**src/pkg/smc_pkg.sv**
```systemverilog
// Sleep-mode controller constants, field layouts and timing counts
//
// Behaviour
// - Sleep only when sleep_enable is one and sleep runs; field picks mode.
// - Mode 00 Idle stops core and flash clocks, others keep running.
// - Mode 01 stops peripheral, core and flash clocks; converter clock runs.
// - Mode 10 Power-down stops oscillator and every generated clock.
// - Interrupt wake stalls four cycles after start-up, then resumes.
// - Register file and SRAM stay unchanged through sleep and wake.
// - Reset while asleep wakes the core at the reset vector.
// - Enabled ADC starts a conversion on entry to Idle or noise mode.
// - Idle wakes on any enabled interrupt and every other wake source.
// - Noise mode wakes only on converter, EEPROM and every Power-down source.
// - Power-down wakes only on reset, watchdog, address, level, pin change.
// - In deeper modes external pins wake only when level-sensitive.
// - Power-down wake waits the start-up time chosen by clock fuses.
// - detector_off_in_sleep is bit 6 of mcu control, reset zero.
// - Disabled detector turns off on Power-down entry, back on at wake.
// - Detector-off wake waits the full reset time-out.
// - Fuse-enabled detector stays on in all modes unless software off in Power-down.
// - ADC stays enabled asleep; first conversion after re-enable extended.
// - Comparator off in Power-down; reference kept when comparator uses it.
// - comparator_off bit powers the comparator down.
// - Unlock write both bits, then within four cycles set with unlock zero.
// - Off bit active three cycles after set, self-clears three cycles later.
package smc_pkg;
    // ------------------------------------------------------------
    // Register fields
    // ------------------------------------------------------------
    localparam int SLEEP_EN_BIT = 0;
    localparam int MODE_LSB = 1;
    localparam int DET_OFF_BIT = 6;
    localparam int DET_UNLOCK_BIT = 5;
    localparam logic [7:0] SLEEP_CTRL_MASK = 8'h07;
    localparam logic [2:0] SLEEP_CTRL_RST = 3'h0;
    localparam logic [1:0] MODE_IDLE = 2'h0;
    localparam logic [1:0] MODE_NOISE = 2'h1;
    localparam logic [1:0] MODE_PDOWN = 2'h2;
    localparam logic [1:0] FUSE_SLOW_RISE = 2'h2;
    // ------------------------------------------------------------
    // Timing
    // ------------------------------------------------------------
    typedef logic [22:0] smc_cnt_t;
    typedef logic [2:0] smc_seq_t;
    localparam int CLK_KHZ = 125000;
    localparam int RST_TIMEOUT_MS = 64;
    localparam int RST_TIMEOUT_CK = 14;
    localparam int RST_TIMEOUT_CYC = RST_TIMEOUT_CK
        + RST_TIMEOUT_MS * CLK_KHZ;
    localparam smc_cnt_t STARTUP_CK = 23'h00_0006;
    localparam smc_cnt_t HALT_CK = 23'h00_0004;
    localparam smc_seq_t UNLOCK_CK = 3'h4;
    localparam smc_seq_t DET_DELAY_CK = 3'h3;
    localparam smc_seq_t DET_HOLD_CK = 3'h3;
    // ------------------------------------------------------------
    // Clock domains {osc, adc, io, flash, cpu}
    // ------------------------------------------------------------
    localparam int DOM_CPU = 0;
    localparam int DOM_FLASH = 1;
    localparam int DOM_IO = 2;
    localparam int DOM_ADC = 3;
    localparam int DOM_OSC = 4;
    localparam logic [4:0] DOM_ALL = 5'h1F;
    localparam logic [4:0] DOM_IDLE = 5'h1C;
    localparam logic [4:0] DOM_NOISE = 5'h18;
    localparam logic [4:0] DOM_PDOWN = 5'h00;
    typedef enum logic [1:0] {
        SMC_ACTIVE, SMC_ASLEEP, SMC_START, SMC_HALT
    } smc_state_t;
    function automatic logic [4:0] smc_dom_mask(input logic [1:0] mode);
        case (mode)
            MODE_IDLE: smc_dom_mask = DOM_IDLE;
            MODE_NOISE: smc_dom_mask = DOM_NOISE;
            MODE_PDOWN: smc_dom_mask = DOM_PDOWN;
            default: smc_dom_mask = DOM_ALL;
        endcase
    endfunction
endpackage

```
**src/pkg/smc_wake_if.sv**
```systemverilog
// Wake-source bundle between the controller and its qualifier
`timescale 1ns/10ps
interface smc_wake_if;
    logic [1:0] mode;
    logic irq_any;
    logic [1:0] ext_irq;
    logic [1:0] ext_level;
    logic pin_change;
    logic twi_match;
    logic eeprom_ready;
    logic adc_done;
    logic wdt_irq;
    logic any_reset;
    logic wake_irq;
    logic wake_rst;
    modport ctrl (
        output mode, irq_any, ext_irq, ext_level, pin_change, twi_match,
        output eeprom_ready, adc_done, wdt_irq, any_reset,
        input wake_irq, wake_rst
    );
    modport qual (
        input mode, irq_any, ext_irq, ext_level, pin_change, twi_match,
        input eeprom_ready, adc_done, wdt_irq, any_reset,
        output wake_irq, wake_rst
    );
endinterface

```
**src/hdl/smc_wake_qual.sv**
```systemverilog
// Wake-source qualification per sleep mode
`timescale 1ns/10ps
module smc_wake_qual (
    // Wake bundle
    smc_wake_if.qual w
);
    logic level_hit;
    logic deep_hit;
    logic noise_hit;
    logic idle_hit;
    // Edge-configured pins are blind without the peripheral clock
    assign level_hit = |(w.ext_irq & w.ext_level);
    assign deep_hit = level_hit | w.pin_change | w.twi_match
        | w.wdt_irq;
    assign noise_hit = deep_hit | w.adc_done | w.eeprom_ready;
    assign idle_hit = noise_hit | w.irq_any | (|w.ext_irq);
    assign w.wake_rst = w.any_reset;
    assign w.wake_irq = (w.mode == smc_pkg::MODE_IDLE) ? idle_hit
        : (w.mode == smc_pkg::MODE_NOISE) ? noise_hit : deep_hit;
endmodule

```
**src/hdl/smc_det_off_seq.sv**
```systemverilog
// Timed unlock sequence for the detector-off-in-sleep bit
`timescale 1ns/10ps
module smc_det_off_seq (
    // Clock and reset
    input wire logic i_clk_sys,
    input wire logic i_rst_n,
    // Control register write
    input wire logic i_wr,
    input wire logic i_off,
    input wire logic i_unlock,
    // State
    output logic o_unlock,
    output logic o_off,
    output logic o_active
);
    smc_pkg::smc_seq_t unl_q;
    smc_pkg::smc_seq_t unl_d;
    smc_pkg::smc_seq_t off_q;
    smc_pkg::smc_seq_t off_d;
    logic open_wr;
    logic arm_wr;
    // Rewriting the unlock inside its window does not extend it
    assign open_wr = i_wr & i_off & i_unlock & (unl_q == '0);
    assign arm_wr = i_wr & i_off & ~i_unlock & (unl_q != '0);
    always_comb begin
        unl_d = unl_q;
        off_d = off_q;
        if (open_wr) begin
            unl_d = smc_pkg::UNLOCK_CK;
        end else if (arm_wr) begin
            unl_d = '0;
        end else if (unl_q != '0) begin
            unl_d = unl_q - 3'h1;
        end
        if (arm_wr) begin
            off_d = smc_pkg::DET_DELAY_CK + smc_pkg::DET_HOLD_CK;
        end else if (off_q != '0) begin
            off_d = off_q - 3'h1;
        end
    end
    always_ff @(posedge i_clk_sys) begin
        if (!i_rst_n) begin
            unl_q <= '0;
            off_q <= '0;
        end else begin
            unl_q <= unl_d;
            off_q <= off_d;
        end
    end
    assign o_unlock = (unl_q != '0);
    assign o_off = (off_q != '0);
    assign o_active = o_off & (off_q <= smc_pkg::DET_HOLD_CK);
endmodule

```
**src/hdl/smc_sleep_ctrl.sv**
```systemverilog
// Sleep-mode controller: mode entry, clock gating and wake sequencing
`timescale 1ns/10ps
module smc_sleep_ctrl #(
    // Reset time-out in cycles, shorten for simulation
    parameter int unsigned P_RST_TIMEOUT_CYC = smc_pkg::RST_TIMEOUT_CYC
) (
    // Clock and reset
    input wire logic i_clk_sys,
    input wire logic i_rst_n,
    // Core side
    input wire logic i_sleep_instr,
    input wire logic i_sleep_ctrl_wr,
    input wire logic [7:0] i_sleep_ctrl_wdata,
    input wire logic i_mcu_ctrl_wr,
    input wire logic [7:0] i_mcu_ctrl_wdata,
    output logic [7:0] o_sleep_ctrl_rdata,
    output logic [7:0] o_mcu_ctrl_rdata,
    output logic o_core_halt,
    output logic o_irq_resume,
    output logic o_reset_vector,
    output logic o_sleeping,
    // Configuration
    input wire logic [1:0] i_startup_clock_fuses,
    input wire logic i_brownout_fuse_en,
    input wire logic i_adc_enable,
    input wire logic i_adc_conv_begin,
    input wire logic i_comparator_off,
    input wire logic i_comparator_uses_ref,
    // Wake sources, already gated by their enables
    input wire logic i_irq_any,
    input wire logic i_ext_irq_zero,
    input wire logic i_ext_irq_one,
    input wire logic [1:0] i_ext_irq_level,
    input wire logic i_pin_change,
    input wire logic i_twi_match,
    input wire logic i_eeprom_ready,
    input wire logic i_adc_done,
    input wire logic i_wdt_irq,
    input wire logic i_ext_reset,
    input wire logic i_wdt_reset,
    input wire logic i_brownout_reset,
    // Clock domain enables
    output logic o_core_clk_en,
    output logic o_flash_clk_en,
    output logic o_periph_clk_en,
    output logic o_conv_clk_en,
    output logic o_osc_en,
    // Analog enables
    output logic o_brownout_en,
    output logic o_comparator_en,
    output logic o_vref_en,
    output logic o_adc_start,
    output logic o_adc_extended
);
    // ------------------------------------------------------------
    // Sleep control register
    // ------------------------------------------------------------
    logic [2:0] sctl_q;
    logic [2:0] sctl_d;
    logic sleep_en;
    logic [1:0] mode_sel;
    logic sleep_go;
    logic det_unlock;
    logic det_off;
    logic det_active;

    assign sctl_d = i_sleep_ctrl_wr
        ? i_sleep_ctrl_wdata[2:0] & smc_pkg::SLEEP_CTRL_MASK[2:0] : sctl_q;
    assign sleep_en = sctl_q[smc_pkg::SLEEP_EN_BIT];
    assign mode_sel = sctl_q[smc_pkg::MODE_LSB +: 2];
    assign o_sleep_ctrl_rdata = {5'h00, sctl_q};

    always_ff @(posedge i_clk_sys) begin
        if (!i_rst_n) begin
            sctl_q <= smc_pkg::SLEEP_CTRL_RST;
        end else begin
            sctl_q <= sctl_d;
        end
    end

    always_comb begin
        o_mcu_ctrl_rdata = 8'h00;
        o_mcu_ctrl_rdata[smc_pkg::DET_OFF_BIT] = det_off;
        o_mcu_ctrl_rdata[smc_pkg::DET_UNLOCK_BIT] = det_unlock;
    end

    smc_det_off_seq u_det_seq (
        .i_clk_sys(i_clk_sys),
        .i_rst_n(i_rst_n),
        .i_wr(i_mcu_ctrl_wr),
        .i_off(i_mcu_ctrl_wdata[smc_pkg::DET_OFF_BIT]),
        .i_unlock(i_mcu_ctrl_wdata[smc_pkg::DET_UNLOCK_BIT]),
        .o_unlock(det_unlock),
        .o_off(det_off),
        .o_active(det_active)
    );

    // ------------------------------------------------------------
    // Wake qualification
    // ------------------------------------------------------------
    smc_wake_if wk ();
    smc_pkg::smc_state_t st_q;
    smc_pkg::smc_state_t st_d;
    logic [1:0] smode_q;
    logic [1:0] smode_d;

    assign wk.mode = smode_q;
    assign wk.irq_any = i_irq_any;
    assign wk.ext_irq = {i_ext_irq_one, i_ext_irq_zero};
    assign wk.ext_level = i_ext_irq_level;
    assign wk.pin_change = i_pin_change;
    assign wk.twi_match = i_twi_match;
    assign wk.eeprom_ready = i_eeprom_ready;
    assign wk.adc_done = i_adc_done;
    assign wk.wdt_irq = i_wdt_irq;
    assign wk.any_reset = i_ext_reset | i_wdt_reset | i_brownout_reset;

    smc_wake_qual u_qual (
        .w(wk.qual)
    );

    // ------------------------------------------------------------
    // Sleep sequencer
    // ------------------------------------------------------------
    // Reserved mode 11 is treated like a cleared enable
    assign sleep_go = i_sleep_instr & sleep_en
        & (mode_sel != 2'h3) & (st_q == smc_pkg::SMC_ACTIVE);

    smc_pkg::smc_cnt_t cnt_q;
    smc_pkg::smc_cnt_t cnt_d;
    smc_pkg::smc_cnt_t rst_cnt;
    smc_pkg::smc_cnt_t pd_cnt;
    logic rst_pend_q;
    logic rst_pend_d;
    logic doff_q;
    logic doff_d;
    logic resume_d;
    logic rvec_d;
    logic cnt_last;

    assign rst_cnt = smc_pkg::smc_cnt_t'(P_RST_TIMEOUT_CYC);
    // Slow start-up fuses and a detector-off sleep share the long wait
    assign pd_cnt = (doff_q
        || i_startup_clock_fuses == smc_pkg::FUSE_SLOW_RISE)
        ? rst_cnt : smc_pkg::STARTUP_CK;
    assign cnt_last = (cnt_q <= 23'h00_0001);

    always_comb begin
        st_d = st_q;
        cnt_d = cnt_q;
        smode_d = smode_q;
        rst_pend_d = rst_pend_q;
        doff_d = doff_q;
        resume_d = 1'b0;
        rvec_d = 1'b0;
        unique case (st_q)
            smc_pkg::SMC_ACTIVE: begin
                // Without the enable the instruction falls through
                if (sleep_go) begin
                    st_d = smc_pkg::SMC_ASLEEP;
                    smode_d = mode_sel;
                    doff_d = det_active & i_brownout_fuse_en
                        & (mode_sel == smc_pkg::MODE_PDOWN);
                end
            end
            smc_pkg::SMC_ASLEEP: begin
                if (wk.wake_rst) begin
                    st_d = smc_pkg::SMC_START;
                    cnt_d = rst_cnt;
                    rst_pend_d = 1'b1;
                end else if (wk.wake_irq) begin
                    if (smode_q == smc_pkg::MODE_PDOWN) begin
                        st_d = smc_pkg::SMC_START;
                        cnt_d = pd_cnt;
                    end else begin
                        st_d = smc_pkg::SMC_HALT;
                        cnt_d = smc_pkg::HALT_CK;
                    end
                end
            end
            smc_pkg::SMC_START: begin
                if (!cnt_last) begin
                    cnt_d = cnt_q - 23'h00_0001;
                end else if (rst_pend_q) begin
                    st_d = smc_pkg::SMC_ACTIVE;
                    rst_pend_d = 1'b0;
                    doff_d = 1'b0;
                    rvec_d = 1'b1;
                end else begin
                    st_d = smc_pkg::SMC_HALT;
                    cnt_d = smc_pkg::HALT_CK;
                end
            end
            smc_pkg::SMC_HALT: begin
                if (!cnt_last) begin
                    cnt_d = cnt_q - 23'h00_0001;
                end else begin
                    st_d = smc_pkg::SMC_ACTIVE;
                    doff_d = 1'b0;
                    resume_d = 1'b1;
                end
            end
        endcase
    end

    always_ff @(posedge i_clk_sys) begin
        if (!i_rst_n) begin
            st_q <= smc_pkg::SMC_ACTIVE;
            cnt_q <= '0;
            smode_q <= smc_pkg::MODE_IDLE;
            rst_pend_q <= 1'b0;
            doff_q <= 1'b0;
        end else begin
            st_q <= st_d;
            cnt_q <= cnt_d;
            smode_q <= smode_d;
            rst_pend_q <= rst_pend_d;
            doff_q <= doff_d;
        end
    end

    // ------------------------------------------------------------
    // Clock and analog enables
    // ------------------------------------------------------------
    // Outputs follow the next state so they line up with st_q
    logic [4:0] dom_d;
    logic [4:0] dom_q;
    logic asleep_d;
    logic pd_d;
    logic bod_d;
    logic cmp_d;
    logic vref_d;
    logic halt_q;
    logic resume_q;
    logic rvec_q;
    logic bod_q;
    logic cmp_q;
    logic vref_q;
    logic adc_go_q;

    assign asleep_d = (st_d == smc_pkg::SMC_ASLEEP);
    assign pd_d = (st_d == smc_pkg::SMC_ASLEEP
        || st_d == smc_pkg::SMC_START)
        && smode_d == smc_pkg::MODE_PDOWN;
    // Oscillator must run while the start-up count elapses
    assign dom_d = (st_d == smc_pkg::SMC_ACTIVE
        || st_d == smc_pkg::SMC_HALT) ? smc_pkg::DOM_ALL
        : asleep_d ? smc_pkg::smc_dom_mask(smode_d)
        : (smc_pkg::smc_dom_mask(smode_d)
        | (5'h01 << smc_pkg::DOM_OSC));
    assign bod_d = i_brownout_fuse_en
        & ~(asleep_d & doff_d);
    assign cmp_d = ~i_comparator_off & ~pd_d;
    assign vref_d = (i_comparator_uses_ref & ~i_comparator_off)
        | bod_d | i_adc_enable;

    always_ff @(posedge i_clk_sys) begin
        if (!i_rst_n) begin
            dom_q <= smc_pkg::DOM_ALL;
            halt_q <= 1'b0;
            resume_q <= 1'b0;
            rvec_q <= 1'b0;
            bod_q <= 1'b0;
            cmp_q <= 1'b0;
            vref_q <= 1'b0;
            adc_go_q <= 1'b0;
        end else begin
            dom_q <= dom_d;
            // Core held so register file and SRAM stay intact
            halt_q <= (st_d != smc_pkg::SMC_ACTIVE);
            resume_q <= resume_d;
            rvec_q <= rvec_d;
            bod_q <= bod_d;
            cmp_q <= cmp_d;
            vref_q <= vref_d;
            adc_go_q <= sleep_go & i_adc_enable
                & (mode_sel != smc_pkg::MODE_PDOWN);
        end
    end

    assign o_core_clk_en = dom_q[smc_pkg::DOM_CPU];
    assign o_flash_clk_en = dom_q[smc_pkg::DOM_FLASH];
    assign o_periph_clk_en = dom_q[smc_pkg::DOM_IO];
    assign o_conv_clk_en = dom_q[smc_pkg::DOM_ADC];
    assign o_osc_en = dom_q[smc_pkg::DOM_OSC];
    assign o_core_halt = halt_q;
    assign o_irq_resume = resume_q;
    assign o_reset_vector = rvec_q;
    assign o_sleeping = (st_q == smc_pkg::SMC_ASLEEP);
    assign o_brownout_en = bod_q;
    assign o_comparator_en = cmp_q;
    assign o_vref_en = vref_q;
    assign o_adc_start = adc_go_q;

    // ------------------------------------------------------------
    // Extended conversion tracking
    // ------------------------------------------------------------
    // The converter keeps its enable through sleep; only a real
    // off-then-on cycle or a reset forces the long first conversion
    logic adc_en_q;
    logic ext_q;
    logic ext_set;
    logic ext_clr;

    assign ext_set = adc_en_q & ~i_adc_enable;
    assign ext_clr = i_adc_conv_begin | adc_go_q;

    always_ff @(posedge i_clk_sys) begin
        if (!i_rst_n) begin
            adc_en_q <= 1'b0;
            ext_q <= 1'b1;
        end else begin
            adc_en_q <= i_adc_enable;
            ext_q <= ext_set | (ext_q & ~ext_clr);
        end
    end

    assign o_adc_extended = ext_q;
endmodule

```
**config.mk**
```make
export PLATFORM = sky130hd
export DESIGN_NAME = smc_sleep_ctrl
export DESIGN_NICKNAME = d
export VERILOG_FILES = /design/src/pkg/smc_pkg.sv /design/src/pkg/smc_wake_if.sv /design/src/hdl/smc_wake_qual.sv /design/src/hdl/smc_det_off_seq.sv /design/src/hdl/smc_sleep_ctrl.sv
export SDC_FILE = /design/constraint.sdc
export NUM_CORES = 1
export LEC_CHECK = 0
export BUFFER_PORTS_ARGS = -buffer_cell sky130_fd_sc_hd__buf_2
export CORE_ASPECT_RATIO = 0.6
export CORE_MARGIN = 3
export CORE_UTILIZATION = 45
export CTS_CLUSTER_SIZE = 10
export DETAILED_ROUTE_END_ITERATION = 10
export GPL_ROUTABILITY_DRIVEN = 0
export GPL_TIMING_DRIVEN = 1
export PLACE_DENSITY = 0.77
export SETUP_SLACK_MARGIN = 0.5
export SYNTH_ARGS = -nofsm -noshare
export SYNTH_HDL_FRONTEND = slang
export SYNTH_SLANG_ARGS = --single-unit
```
**constraint.sdc**
```tcl
create_clock -name i_clk_sys -period 2.55 [get_ports i_clk_sys]
set_input_delay 0.255 -clock i_clk_sys [delete_from_list [all_inputs] [get_ports i_clk_sys]]
set_output_delay 0.255 -clock i_clk_sys [all_outputs]
set_load 0.01 [all_outputs]
```
* After elaboration in Yosys (flattened, before gate mapping) *
Index checks and enable logic that the tools add are counted.

word-level totals
  bits in registers = 52
  output and inout port bits = 30
  word-level logic and storage cells = 148

cells by class
  $add $sub $neg = 3
  $lt $le $gt $ge = 2
  eq/ne operators = 19
  multiplexer cells = 36
  bitwise logic cells = 41
  reductions and logical operators = 26

operators by type and width
  operator                                                                           number
  23-bit 2-to-1 mux                                                                  7
  23-bit case mux with 3 select lines                                                1
  23-bit by 1-bit less-or-equal comparator with 1-bit output, second input constant  1
  23-bit by 1-bit subtractor with 23-bit output, second input constant               1
  1-bit AND                                                                          19
  2-bit == test, second input constant                                               8
  2-bit 2-to-1 mux                                                                   8
  3-bit 2-to-1 mux                                                                   5
  5-bit case mux with 3 select lines                                                 1
  1-bit bitwise OR                                                                   13
  3-bit nonzero test                                                                 4
  1-bit 2-to-1 mux                                                                   11
  2-bit by 1-bit == test with 1-bit output, second input constant                    4
  2-bit zero test                                                                    4
  2-bit inequality test, second input constant                                       4
  1-bit NOT                                                                          8
  2-bit case mux with 4 select lines                                                 1
  2-bit OR reduction                                                                 4
  3-bit AND reduction                                                                2
  2-bit nonzero test                                                                 3
  3-bit OR reduction                                                                 2
  3-bit by 1-bit subtractor with 3-bit output, second input constant                 2
  4-bit AND reduction                                                                1
  3-bit by 2-bit less-or-equal comparator with 1-bit output, second input constant   1
  other kinds (10)                                                                   12

* Depth between registers and ports, before layout *
Gate-level depths: netlist (run 1).

  word-level depth = 19
  depth in mapped cells = 11
  gate-level depth less buffers = 10

* Modules after synthesis *
From an unflattened synthesis (run 1), not the netlist that was laid out.

unflattened totals
  cell total of the unflattened synthesis = 361
  area, all modules = 3,085.5 sq um

by module, submodules not included
  module           times used  cells an instance  area each (sq um)
  smc_sleep_ctrl   1           314                2,682.6
  smc_det_off_seq  1           40                 351.6
  smc_wake_qual    1           7                  51.3

* Worst setup path before layout (run 1) *
OpenSTA, ideal clock, no wires.

  path type = reg2reg
  start = register cnt_q[9]
  end = register cmp_q (netlist: o_comparator_en)
  library setup time = 0.086 ns
  data arrival time = 2.377 ns
  required time = 2.464 ns
  path slack = 0.088 ns
  cell stages (with the launch flop) = 10
  path buffers = 2
  period minus slack after synthesis = 2.462 ns
  cell sequence = dfxtp_1 > or4_1 > buf_2 > nor3_2 > buf_4 > nand3_1 > o32a_1 > and2_1 > ha_1 > a211oi_1

on the way
  word-level cells in the longest chain between the ends = 8
  elaborated cells between the ends (all ways) = 10
  those cells by class = order compare: 1; eq/ne: 2; mux: 3; bitwise: 2; reduce/logical: 2

RTL lines
  element                                                                    line                                          RTL
  from (decl)                                                                smc_sleep_ctrl.sv:129                         smc_pkg::smc_cnt_t cnt_q;
  from (signal assigned)                                                     smc_sleep_ctrl.sv:215                         cnt_q <= cnt_d;
  23-bit by 1-bit less-or-equal comparator with 1-bit output *               smc_sleep_ctrl.sv:146                         assign cnt_last = (cnt_q <= 23'h00_0001);
  2-bit 2-to-1 mux, on equally long branches                                 smc_sleep_ctrl.sv:195, smc_sleep_ctrl.sv:182
  2-bit case mux with 4 select lines *                                       smc_sleep_ctrl.sv:156                         unique case (st_q)
  2-bit by 1-bit == test with 1-bit output or 2-bit == test (tied branches)  smc_sleep_ctrl.sv:242, smc_sleep_ctrl.sv:243
  1-bit logical OR *                                                         smc_sleep_ctrl.sv:243                         || st_d == smc_pkg::SMC_START)
  1-bit logical AND *                                                        smc_sleep_ctrl.sv:244                         && smode_d == smc_pkg::MODE_PDOWN;
  1-bit NOT *                                                                smc_sleep_ctrl.sv:253                         assign cmp_d = ~i_comparator_off & ~pd_d;
  1-bit AND *                                                                smc_sleep_ctrl.sv:253
  to (signal assigned)                                                       smc_sleep_ctrl.sv:274                         cmp_q <= cmp_d;
  to (decl)                                                                  smc_sleep_ctrl.sv:237                         logic cmp_q;

Every way passes the cells marked *; elsewhere a longest branch is shown, timed or not.
A chain may end at the register's enable or synchronous reset.

* Worst setup path in the final report (run 1) *
  start = register cnt_q[17]
  end = register vref_q (netlist: o_vref_en)

on the way
  word-level cells in the longest chain between the ends = 9
  elaborated cells between the ends (all ways) = 13
  those cells by class = order compare: 1; eq/ne: 1; mux: 6; bitwise: 5

RTL lines
  element                                                       line                                          RTL
  23-bit by 1-bit less-or-equal comparator with 1-bit output *  smc_sleep_ctrl.sv:146
  2-bit 2-to-1 mux, on equally long branches                    smc_sleep_ctrl.sv:195, smc_sleep_ctrl.sv:182
  2-bit case mux with 4 select lines *                          smc_sleep_ctrl.sv:156
  named net st_d[0]                                             smc_sleep_ctrl.sv:103                         smc_pkg::smc_state_t st_d;
  2-bit by 1-bit == test with 1-bit output *                    smc_sleep_ctrl.sv:241                         assign asleep_d = (st_d == smc_pkg::SMC_ASLEEP);
  1-bit AND *                                                   smc_sleep_ctrl.sv:252                         & ~(asleep_d & doff_d);
  1-bit NOT *                                                   smc_sleep_ctrl.sv:252
  1-bit AND *                                                   smc_sleep_ctrl.sv:252
  1-bit bitwise OR * (2 in series)                              smc_sleep_ctrl.sv:255                         | bod_d | i_adc_enable;
  to (signal assigned)                                          smc_sleep_ctrl.sv:275                         vref_q <= vref_d;
  to (decl)                                                     smc_sleep_ctrl.sv:238                         logic vref_q;

Mark *: on every way through the listed nets, which the timed path passes. The rest lies on a longest branch.

==> results.json, run 1 <==
{
  "status": "complete, no violations",
  "power_uw": 3900,
  "grt_pass1_wl_um": 14600,
  "grt_pass1_vias": 2902,
  "holdWs_ns": 0.176,
  "grt_remaining_overflow": 0,
  "routed_wl_um": 10100,
  "drtAntennaViolNets": 0,
  "route.detailed.drc": 0,
  "filler_cell_count": 497,
  "wl_per_cell_um": 18.6,
  "crit_path_max_fanout": 3,
  "design.core.area_um2": 6360,
  "worst_pin_slew_ns": 0.910,
  "synth.distinct_cells": 63,
  "power.leakage_uw": 0.00182,
  "path_class": "register to register",
  "grt_antenna_before_repair": 0,
  "fin_setup_tns_ns": 0,
  "clk_latency_ns": 0.30,
  "die_h_um": 70.0,
  "hold_buffers": 0,
  "cts_tree": "built",
  "fp-row-count": 22,
  "dieArea_um2": 7880,
  "whs_path_depth": 2,
  "dp_hpwl_um": 6530,
  "clock_sinks": 51,
  "post_drt_via_cell_ratio": 6.17,
  "synth-seq-cells": 51,
  "num_vias": 3351,
  "post-route-period-util_pct": 93.5,
  "grt_max_degree": 37,
  "final_nets": 514,
  "ys_seq_area_share_pct": 33.3,
  "async_flop_share_pct": 0,
  "hp-class": "input port to register",
  "numCtsBuffers": 5,
  "cp-start-kind": "register",
  "rsz0062_at_grt": "true",
  "fin_ws_ns": 0.166,
  "powerDensity_nw_per_um2": 916,
  "ys_warn_count": 0,
  "seqCellArea_um2": 1020,
  "clockBufferDepth": 2,
  "min_to": "o_comparator_en",
  "floorplan.initialDensity_pct": 48.2,
  "gr-usage-all-layers_pct": 22.8,
  "hold_path.startpoint": "i_comparator_off",
  "postLayoutCellArea_um2": 4260,
  "root_buffer": "clkbuf_16",
  "htree_levels": 2,
  "drv_slew": 0,
  "cp-end-kind": "register",
  "ff2ff_setup_slack_ns": 0.17,
  "syn_avg_cell_area_um2": 8.14,
  "ios": 71,
  "placed_cell_area_um2": 3520,
  "die_w_um": 113,
  "finalHoldViolCount": 0,
  "setup_violations": 0,
  "place_ws_ns": 0.0404,
  "num_antenna_cells": 0,
  "most-common-layout-cells": "48 x dfxtp_1, 48 x buf_2, 46 x nand2_1",
  "drive_gt1_share_pct": 39.2,
  "drt_iter0_drc": 277,
  "cp.required_ns": 2.73,
  "syn2layout_area_growth_pct": 38.8,
  "synthesis.area_um2": 3070,
  "r2r-end": "o_vref_en",
  "drt_first_pass_iters": 5,
  "r2r_cells": 9,
  "finalClockSkew_ns": 0.00644,
  "r2r-start": "cnt_q[17]",
  "max_freq_ghz": 0.419,
  "clk_pin_slew_ns": 0.07,
  "synth_edf_count": 0,
  "arrival_ns": 2.57,
  "worst_ir_drop_vdd_mv": 0.565,
  "netlist_instances": 377,
  "slew_headroom_pct": 39.3,
  "multi_input_area_um2": 2170,
  "port_buffers": 48,
  "synth_ff_type": "dfxtp_1",
  "cap_violations": 0,
  "period_needed_ns": 2.38
}
-- synthesized netlist by cell type (2+ instances only) --
cell type | number | area, µm²
buf_6 | 2 | 22.5
a221o_1 | 2 | 20.0
o21ai_0 | 7 | 35.0
a311oi_1 | 3 | 26.3
o32ai_1 | 8 | 70.1
nand2_1 | 48 | 180
clkbuf_1 | 13 | 48.8
or4_1 | 3 | 22.5
o21a_1 | 2 | 15.0
ha_1 | 15 | 188
nor4_1 | 6 | 37.5
buf_1 | 2 | 7.51
nand2b_1 | 4 | 25.0
buf_4 | 15 | 113
o22ai_1 | 12 | 75.1
a21oi_1 | 11 | 55.1
dfxtp_1 | 51 | 1020
nor3_1 | 10 | 50.1
nor3_2 | 2 | 20.0
nand3_1 | 16 | 80.1
a31oi_1 | 9 | 56.3
nor2b_1 | 3 | 18.8
nand4_1 | 2 | 12.5
o221a_1 | 2 | 22.5
a41oi_1 | 3 | 26.3
o211a_1 | 2 | 20.0
buf_2 | 3 | 15.0
mux2i_1 | 4 | 40.0
and3_1 | 4 | 25.0
o211ai_1 | 2 | 15.0
nor2_1 | 27 | 101
a211oi_1 | 21 | 158
or3_1 | 8 | 50.1
nand3b_1 | 3 | 22.5
a41o_1 | 2 | 20.0
or2_2 | 4 | 25.0
inv_1 | 20 | 75.1
-- state kept, by name (all words and copies together) (netlist names) --
register / count
cnt_q: 23
dom_q: 4
sctl_q: 3
u_det_seq.off_q: 3
u_det_seq.unl_q: 3
smode_q: 2
st_q: 2
adc_en_q: 1
doff_q: 1
o_adc_extended: 1
o_adc_start: 1
o_brownout_en: 1
o_comparator_en: 1
o_core_halt: 1
o_irq_resume: 1
o_reset_vector: 1
o_vref_en: 1
rst_pend_q: 1
-- cells by family after synthesis --
group / synth area share, %
simple gates: 24.5
compound gates: 25.0
buf+inv: 9.18
flops: 33.3
fa+ha+maj: 6.12
mux: 1.31
xor+xnor: 0.571
other cells: 0.122
-- through the flow --
step	std cells	util, %
finish	543	67.0
global route	543	67.0
CTS	533	60.4
detailed placement	514	55.4
global placement	514	55.4
floorplan	387	-
-- layer usage --
metal  wire (µm)  GRT usage, %  up-vias
met1        4350          34.6     1605
met2        4540          32.0      176
met5           0             0        -
li1            -             -     1545
met3        1090          6.06       25
met4         138          4.27        0
-- how the worst max path moves through the flow --
stage               from       endpoint  slack [ns]
2_1_floorplan  cnt_q[10]      o_vref_en        0.20
3_5_place_dp   cnt_q[12]      o_vref_en        0.04
3_3_place_gp   cnt_q[10]      o_vref_en        0.07
5_1_grt        cnt_q[10]  o_brownout_en        0.09
6_report       cnt_q[17]      o_vref_en        0.17
4_1_cts        cnt_q[12]      o_vref_en        0.19
-- critical path, cell delays in order (launching register included) --
cell      delay, ns
dfxtp_1        0.34
or3_1          0.50
or3_4          0.44
nor2_2         0.11
o31a_1         0.17
o21a_1         0.17
ha_4           0.16
o21ai_1        0.07
a221oi_2       0.22
a21oi_1        0.09
-- report_power, final --
part / internal, µW / switching [µW]
registers: 904 / 89.3
clock network: 489 / 305
logic: 897 / 1220
-- area by class of cell --
type / instances / share of cell area, %
multi-input combinational: 281 / 51.0
clock buffer: 6 / 3.26
tap: 84 / 2.47
timing repair buffer: 99 / 16.6
clock inverter: 2 / 0.823
sequential: 51 / 24.1
inverter: 20 / 1.76
-- repair_timing --
item | CTS | global route
resized for setup | 14 | 70
setup buffers | 11 | 8
gates cloned | 0 | 2
pin swaps | 6 | 25
endpoints found under the hold margin | 0 | 0
endpoints found under the setup margin | 31 | 32
No activity file was read; power rests on OpenSTA's default activity.
==> run 2: changes to the inputs <==
--- a/config.mk
+++ b/config.mk
@@ -13,7 +13,7 @@
 export DETAILED_ROUTE_END_ITERATION = 10
 export GPL_ROUTABILITY_DRIVEN = 0
 export GPL_TIMING_DRIVEN = 1
-export PLACE_DENSITY = 0.77
+export PLACE_DENSITY = 0.75
 export SETUP_SLACK_MARGIN = 0.5
 export SYNTH_ARGS = -nofsm -noshare
 export SYNTH_HDL_FRONTEND = slang
==> constraint.sdc (replaced) <==
create_clock -name i_clk_sys -period 2.4 [get_ports i_clk_sys]
set_input_delay 0.24 -clock i_clk_sys [delete_from_list [all_inputs] [get_ports i_clk_sys]]
set_output_delay 0.24 -clock i_clk_sys [all_outputs]
set_load 0.01 [all_outputs]
==> results.json, run 2 (same netlist as run 1, synthesis figures left out) <==
{
  "drive_gt1_share_pct": 39.8,
  "worst_ir_drop_vdd_mv": 0.575,
  "crit_path_start": "cnt_q[12]",
  "cp.required_ns": 2.57,
  "crit_slowest_cell": "or4_4",
  "syn2layout_area_growth_pct": 42.0,
  "status": "finished, violations left",
  "r2r_cells": 9,
  "design.core.area_um2": 6360,
  "dp_hpwl_um": 6320,
  "cts_tree": "built",
  "wl_per_cell_um": 18.2,
  "worst_pin_slew_ns": 0.710,
  "clk_latency_ns": 0.30,
  "finalClockSkew_ns": 0.00742,
  "grt_pass1_vias": 3110,
  "placedCellCount": 521,
  "ios": 71,
  "slew_headroom_pct": 52.6,
  "largestRegisters": "cnt_q: 23 flops, dom_q: 4 flops",
  "arrival_ns": 2.62,
  "crit_end": "o_vref_en",
  "grt_antenna_before_repair": 0,
  "p_int_uw": 2500,
  "power_switching_uw": 1730,
  "final_common_cell": "buf_2",
  "power.leakage_uw": 0.00183,
  "grt_pass1_wl_um": 15600,
  "num_antenna_cells": 0,
  "postLayoutCellArea_um2": 4360,
  "drt_iter0_drc": 389,
  "holdWs_ns": 0.162,
  "largest_reg_flops": 23,
  "max_stage_delay_ns": 0.57,
  "crit_path_max_fanout": 3,
  "max_freq_ghz": 0.409,
  "r2r-end": "o_vref_en",
  "grt_max_degree": 37,
  "placed_cell_area_um2": 3590,
  "most-common-layout-cells": "48 x buf_2, 46 x nand2_1, 46 x dfxtp_1",
  "path_class": "register to register",
  "num_vias": 3277,
  "final_nets": 515,
  "clockBufferDepth": 2,
  "setup_violations": 1,
  "regMostFlops": "cnt_q",
  "rsz0062_at_grt": "true",
  "drv_slew": 0,
  "failed_checks": "setup timing",
  "floorplan.initialDensity_pct": 48.2,
  "routed_wl_um": 9880,
  "ff2ff_setup_slack_ns": -0.05,
  "utilization_pct": 68.5,
  "fp-row-count": 22,
  "crit_path_cell_trace": "or4_4, nor3_4, a21oi_2, o221ai_2, and2_4, ha_4, o21ai_2, a221oi_2, a21oi_1",
  "comb_power_share_pct": 53.5,
  "cap_violations": 0,
  "gr-usage-all-layers_pct": 24.3,
  "cp-end-kind": "register",
  "root_buffer": "clkbuf_16",
  "fin_ws_ns": -0.0473,
  "port_buffers": 48,
  "drtAntennaViolNets": 0,
  "period_needed_ns": 2.45,
  "numCtsBuffers": 5,
  "swShare_pct": 40.9,
  "htree_levels": 2,
  "seq_power_share_pct": 24.9,
  "stdcell_count": 544,
  "cp-start-kind": "register",
  "hold_buffers": 0,
  "drt_first_pass_iters": 5,
  "post_drt_via_cell_ratio": 6.02,
  "die_w_um": 113,
  "die_h_um": 70.0,
  "hp-class": "input port to register",
  "clkPwrFrac_pct": 21.6,
  "clk_pin_slew_ns": 0.07,
  "dieArea_um2": 7880,
  "clock_sinks": 51,
  "r2r-start": "cnt_q[12]",
  "powerDensity_nw_per_um2": 971,
  "post-route-period-util_pct": 102,
  "grt_remaining_overflow": 0,
  "fin_setup_tns_ns": -0.0473,
  "finalHoldViolCount": 0,
  "filler_cell_count": 500,
  "route.detailed.drc": 0
}
==> run 2: metrics by stage <==
step	setup WS, ns	power, µW
after CTS	0.00699	3940
after global placement	-0.0294	2670
after detailed placement	-0.0595	2720
after floorplan	0.0520	2270
final	-0.0473	4230
after global routing	-0.0824	4470
==> run 2: per-layer routing <==
layer	vias up	track usage, %	part of all wire [%]
met1	1556	35.3	45
met5	-	0	0
li1	1540	-	-
met2	167	36.1	45
met3	14	5.45	9.2
met4	0	6.67	1.1
==> run 2: timing repair <==
item	4_1_cts	5_1_grt
endpoints found under the setup margin	32	37
gates resized for setup	53	36
cloned	2	0
buffers inserted	9	4
pin swaps	16	18
==> run 2: how the worst min path moves through the flow <==
| stage | start | end | slack [ns] | depth (start not counted) |
|---|---|---|---|---|
| finish | i_comparator_off | o_comparator_en | 0.16 | 2 |
| global route | i_comparator_off | o_comparator_en | 0.15 | 2 |
| CTS | i_comparator_off | o_comparator_en | 0.15 | 2 |
| detailed placement | cnt_q[19] | cnt_q[19] | 0.45 | 2 |
| floorplan | i_comparator_off | o_comparator_en | 0.32 | 1 |
| global placement | adc_en_q | o_adc_extended | 0.44 | 1 |
==> run 2: area by class of cell <==
| class | instances | area [µm²] | share of cell area (%) |
|---|---|---|---|
| Multi-Input combinational cell | 281 | 2200 | 50.5 |
| Clock inverter | 2 | 60.1 | 1.38 |
| Timing Repair Buffer | 100 | 759 | 17.4 |
| Sequential cell | 51 | 1030 | 23.6 |
| Tap cell | 84 | 105 | 2.41 |
| Clock buffer | 6 | 129 | 2.96 |
| Inverter | 20 | 75.1 | 1.72 |
==> run 2: worst max-delay path: cells and delay by family (launching register included) <==
kind / cells / cell delay (ns)
AND/OR/NAND/NOR: 3 / 1.10
AO/OA/AOI/OAI: 5 / 0.73
adder cells (fa/ha/maj): 1 / 0.16
flip-flops: 1 / 0.32
==> run 2: power groups by stage <==
stage               Combinational [µW]  Clock, µW  Sequential [µW]
finish                            2260        915             1050
global route                      2430        963             1070
CTS                               1960        930             1050
detailed placement                1660          0             1060
global placement                  1620          0             1050
floorplan                         1220          0             1050
==> run 3: changes to the inputs <==
--- a/config.mk
+++ b/config.mk
@@ -18,3 +18,4 @@
 export SYNTH_ARGS = -nofsm -noshare
 export SYNTH_HDL_FRONTEND = slang
 export SYNTH_SLANG_ARGS = --single-unit
+export TNS_END_PERCENT = 20
==> results.json, run 3 (same netlist as run 1, synthesis figures left out) <==
{
  "crit_path_cell_trace": "or4_4, nor3_4, nand3_2, o32a_1, and2_4, ha_4, buf_4, o21a_1, a21oi_2",
  "root_buffer": "clkbuf_16",
  "slew_headroom_pct": 46.7,
  "placed_cell_area_um2": 3590,
  "crit_slowest_cell": "or4_4",
  "dieArea_um2": 7880,
  "grt_pass1_wl_um": 14200,
  "most-common-layout-cells": "48 x dfxtp_1, 48 x buf_2, 46 x nand2_1",
  "die_h_um": 70.0,
  "grt_remaining_overflow": 0,
  "failed_checks": "setup timing",
  "cts_tree": "built",
  "htree_levels": 2,
  "grt_max_degree": 37,
  "cp.depth": 9,
  "routed_wl_um": 9570,
  "num_antenna_cells": 0,
  "filler_cell_count": 520,
  "dp_hpwl_um": 6520,
  "floorplan.initialDensity_pct": 48.2,
  "drive_gt1_share_pct": 35.2,
  "crit_path_start": "cnt_q[14]",
  "syn2layout_area_growth_pct": 33.8,
  "finalClockSkew_ns": 0.00963,
  "hold_buffers": 0,
  "cp_top_family": "simple AND/OR/NAND/NOR gates",
  "rsz0062_at_grt": "true",
  "regMostFlops": "cnt_q",
  "clk_pin_slew_ns": 0.07,
  "route.detailed.drc": 0,
  "gr-usage-all-layers_pct": 22.0,
  "hp-class": "input port to register",
  "cp-end-kind": "register",
  "r2r-end": "o_brownout_en",
  "design.core.area_um2": 6360,
  "numCtsBuffers": 5,
  "final_nets": 507,
  "worst_ir_drop_vdd_mv": 0.489,
  "finalHoldViolCount": 0,
  "powerDensity_nw_per_um2": 977,
  "grt_antenna_before_repair": 0,
  "port_buffers": 48,
  "r2r-start": "cnt_q[14]",
  "drt_first_pass_iters": 5,
  "setup_violations": 2,
  "largest_reg_flops": 23,
  "grt_pass1_vias": 2818,
  "largestRegisters": "cnt_q: 23 flops, dom_q: 4 flops",
  "power.leakage_uw": 0.00176,
  "cp.required_ns": 2.64,
  "placedCellCount": 520,
  "clk_latency_ns": 0.30,
  "arrival_ns": 2.67,
  "crit_end": "o_brownout_en",
  "ff2ff_setup_slack_ns": -0.03,
  "clock_sinks": 51,
  "utilization_pct": 64.6,
  "crit_buf_inv": 1,
  "crit_path_max_fanout": 5,
  "period_needed_ns": 2.43,
  "r2r_cells": 9,
  "drt_iter0_drc": 349,
  "ios": 71,
  "post_drt_via_cell_ratio": 6.02,
  "num_vias": 3225,
  "drtAntennaViolNets": 0,
  "status": "finished, violations left",
  "stdcell_count": 536,
  "clockBufferDepth": 2,
  "fin_setup_tns_ns": -0.0481,
  "drv_slew": 0,
  "path_class": "register to register",
  "worst_pin_slew_ns": 0.799,
  "die_w_um": 113,
  "cp-start-kind": "register",
  "max_stage_delay_ns": 0.51,
  "cap_violations": 0,
  "postLayoutCellArea_um2": 4110,
  "fp-row-count": 22,
  "post-route-period-util_pct": 101,
  "wl_per_cell_um": 17.8,
  "fin_ws_ns": -0.0310,
  "max_freq_ghz": 0.411
}
==> run 3: changes by cell type in the layout (fill, tap and decap cells not counted), moves of 3 or more <==
cell,change
a21oi_1,+3
a21oi_2,-3
a31oi_4,-3
buf_6,-4
nand3_1,+4
==> run 3: final cells by class <==
class | count | area, µm² | area share (%)
multi-input cells | 281 | 2090 | 50.8
flip-flops and latches | 51 | 1020 | 25.0
repair buffers | 92 | 647 | 15.8
clock buffers | 5 | 125 | 3.05
well taps | 84 | 105 | 2.56
inverters | 20 | 75.1 | 1.83
clock inverters | 3 | 43.8 | 1.07
==> run 3: worst min-delay path by stage <==
stage,to,from,cells after the start,slack [ns]
floorplan,o_comparator_en,i_comparator_off,1,0.32
global placement,cnt_q[19],cnt_q[19],2,0.44
detailed placement,o_adc_extended,adc_en_q,1,0.46
CTS,o_comparator_en,i_comparator_off,2,0.15
global route,o_comparator_en,i_comparator_off,2,0.17
finish,o_comparator_en,i_comparator_off,2,0.17
==> run 3: per-layer routing <==
layer  vias to the layer above  wire (µm)  global-route usage [%]
met1                      1556       4470                    33.3
met2                       132       4200                    31.1
met4                         0        110                    5.73
met5                         -          0                       0
met3                        18        786                    4.68
li1                       1519          -                       -
==> run 3: through the flow <==
step / power, µW / worst slack [ns] / hold slack, ns
5_1_grt: 4240 / -0.119 / 0.167
3_5_place_dp: 2760 / -0.0498 / 0.460
4_1_cts: 3630 / 0.00640 / 0.151
3_3_place_gp: 2710 / -0.0323 / 0.440
6_report: 4010 / -0.0310 / 0.171
2_1_floorplan: 2260 / 0.0520 / 0.318
==> run 3: worst register-to-register path, cell delays in order, from the launching register on <==
cell,delay [ns]
dfxtp_2,0.35
or4_4,0.52
nor3_4,0.30
nand3_2,0.13
o32a_1,0.33
and2_4,0.19
ha_4,0.17
buf_4,0.15
o21a_1,0.11
a21oi_2,0.13
==> run 3: where the power goes <==
part,total [µW],switching [µW],internal (µW)
logic,2140,1230,909
registers,1050,89.2,959
clock network,825,333,492
total,4010,1650,2360
==> run 3: repair_timing <==
| action | CTS | global route |
|---|---|---|
| endpoints found under the setup margin | 33 | 37 |
| pin swaps | 6 | 42 |
| buffers inserted | 1 | 6 |
| gates cloned | 0 | 1 |
| gates resized for setup | 5 | 54 |
| hold endpoints to repair | 0 | 0 |
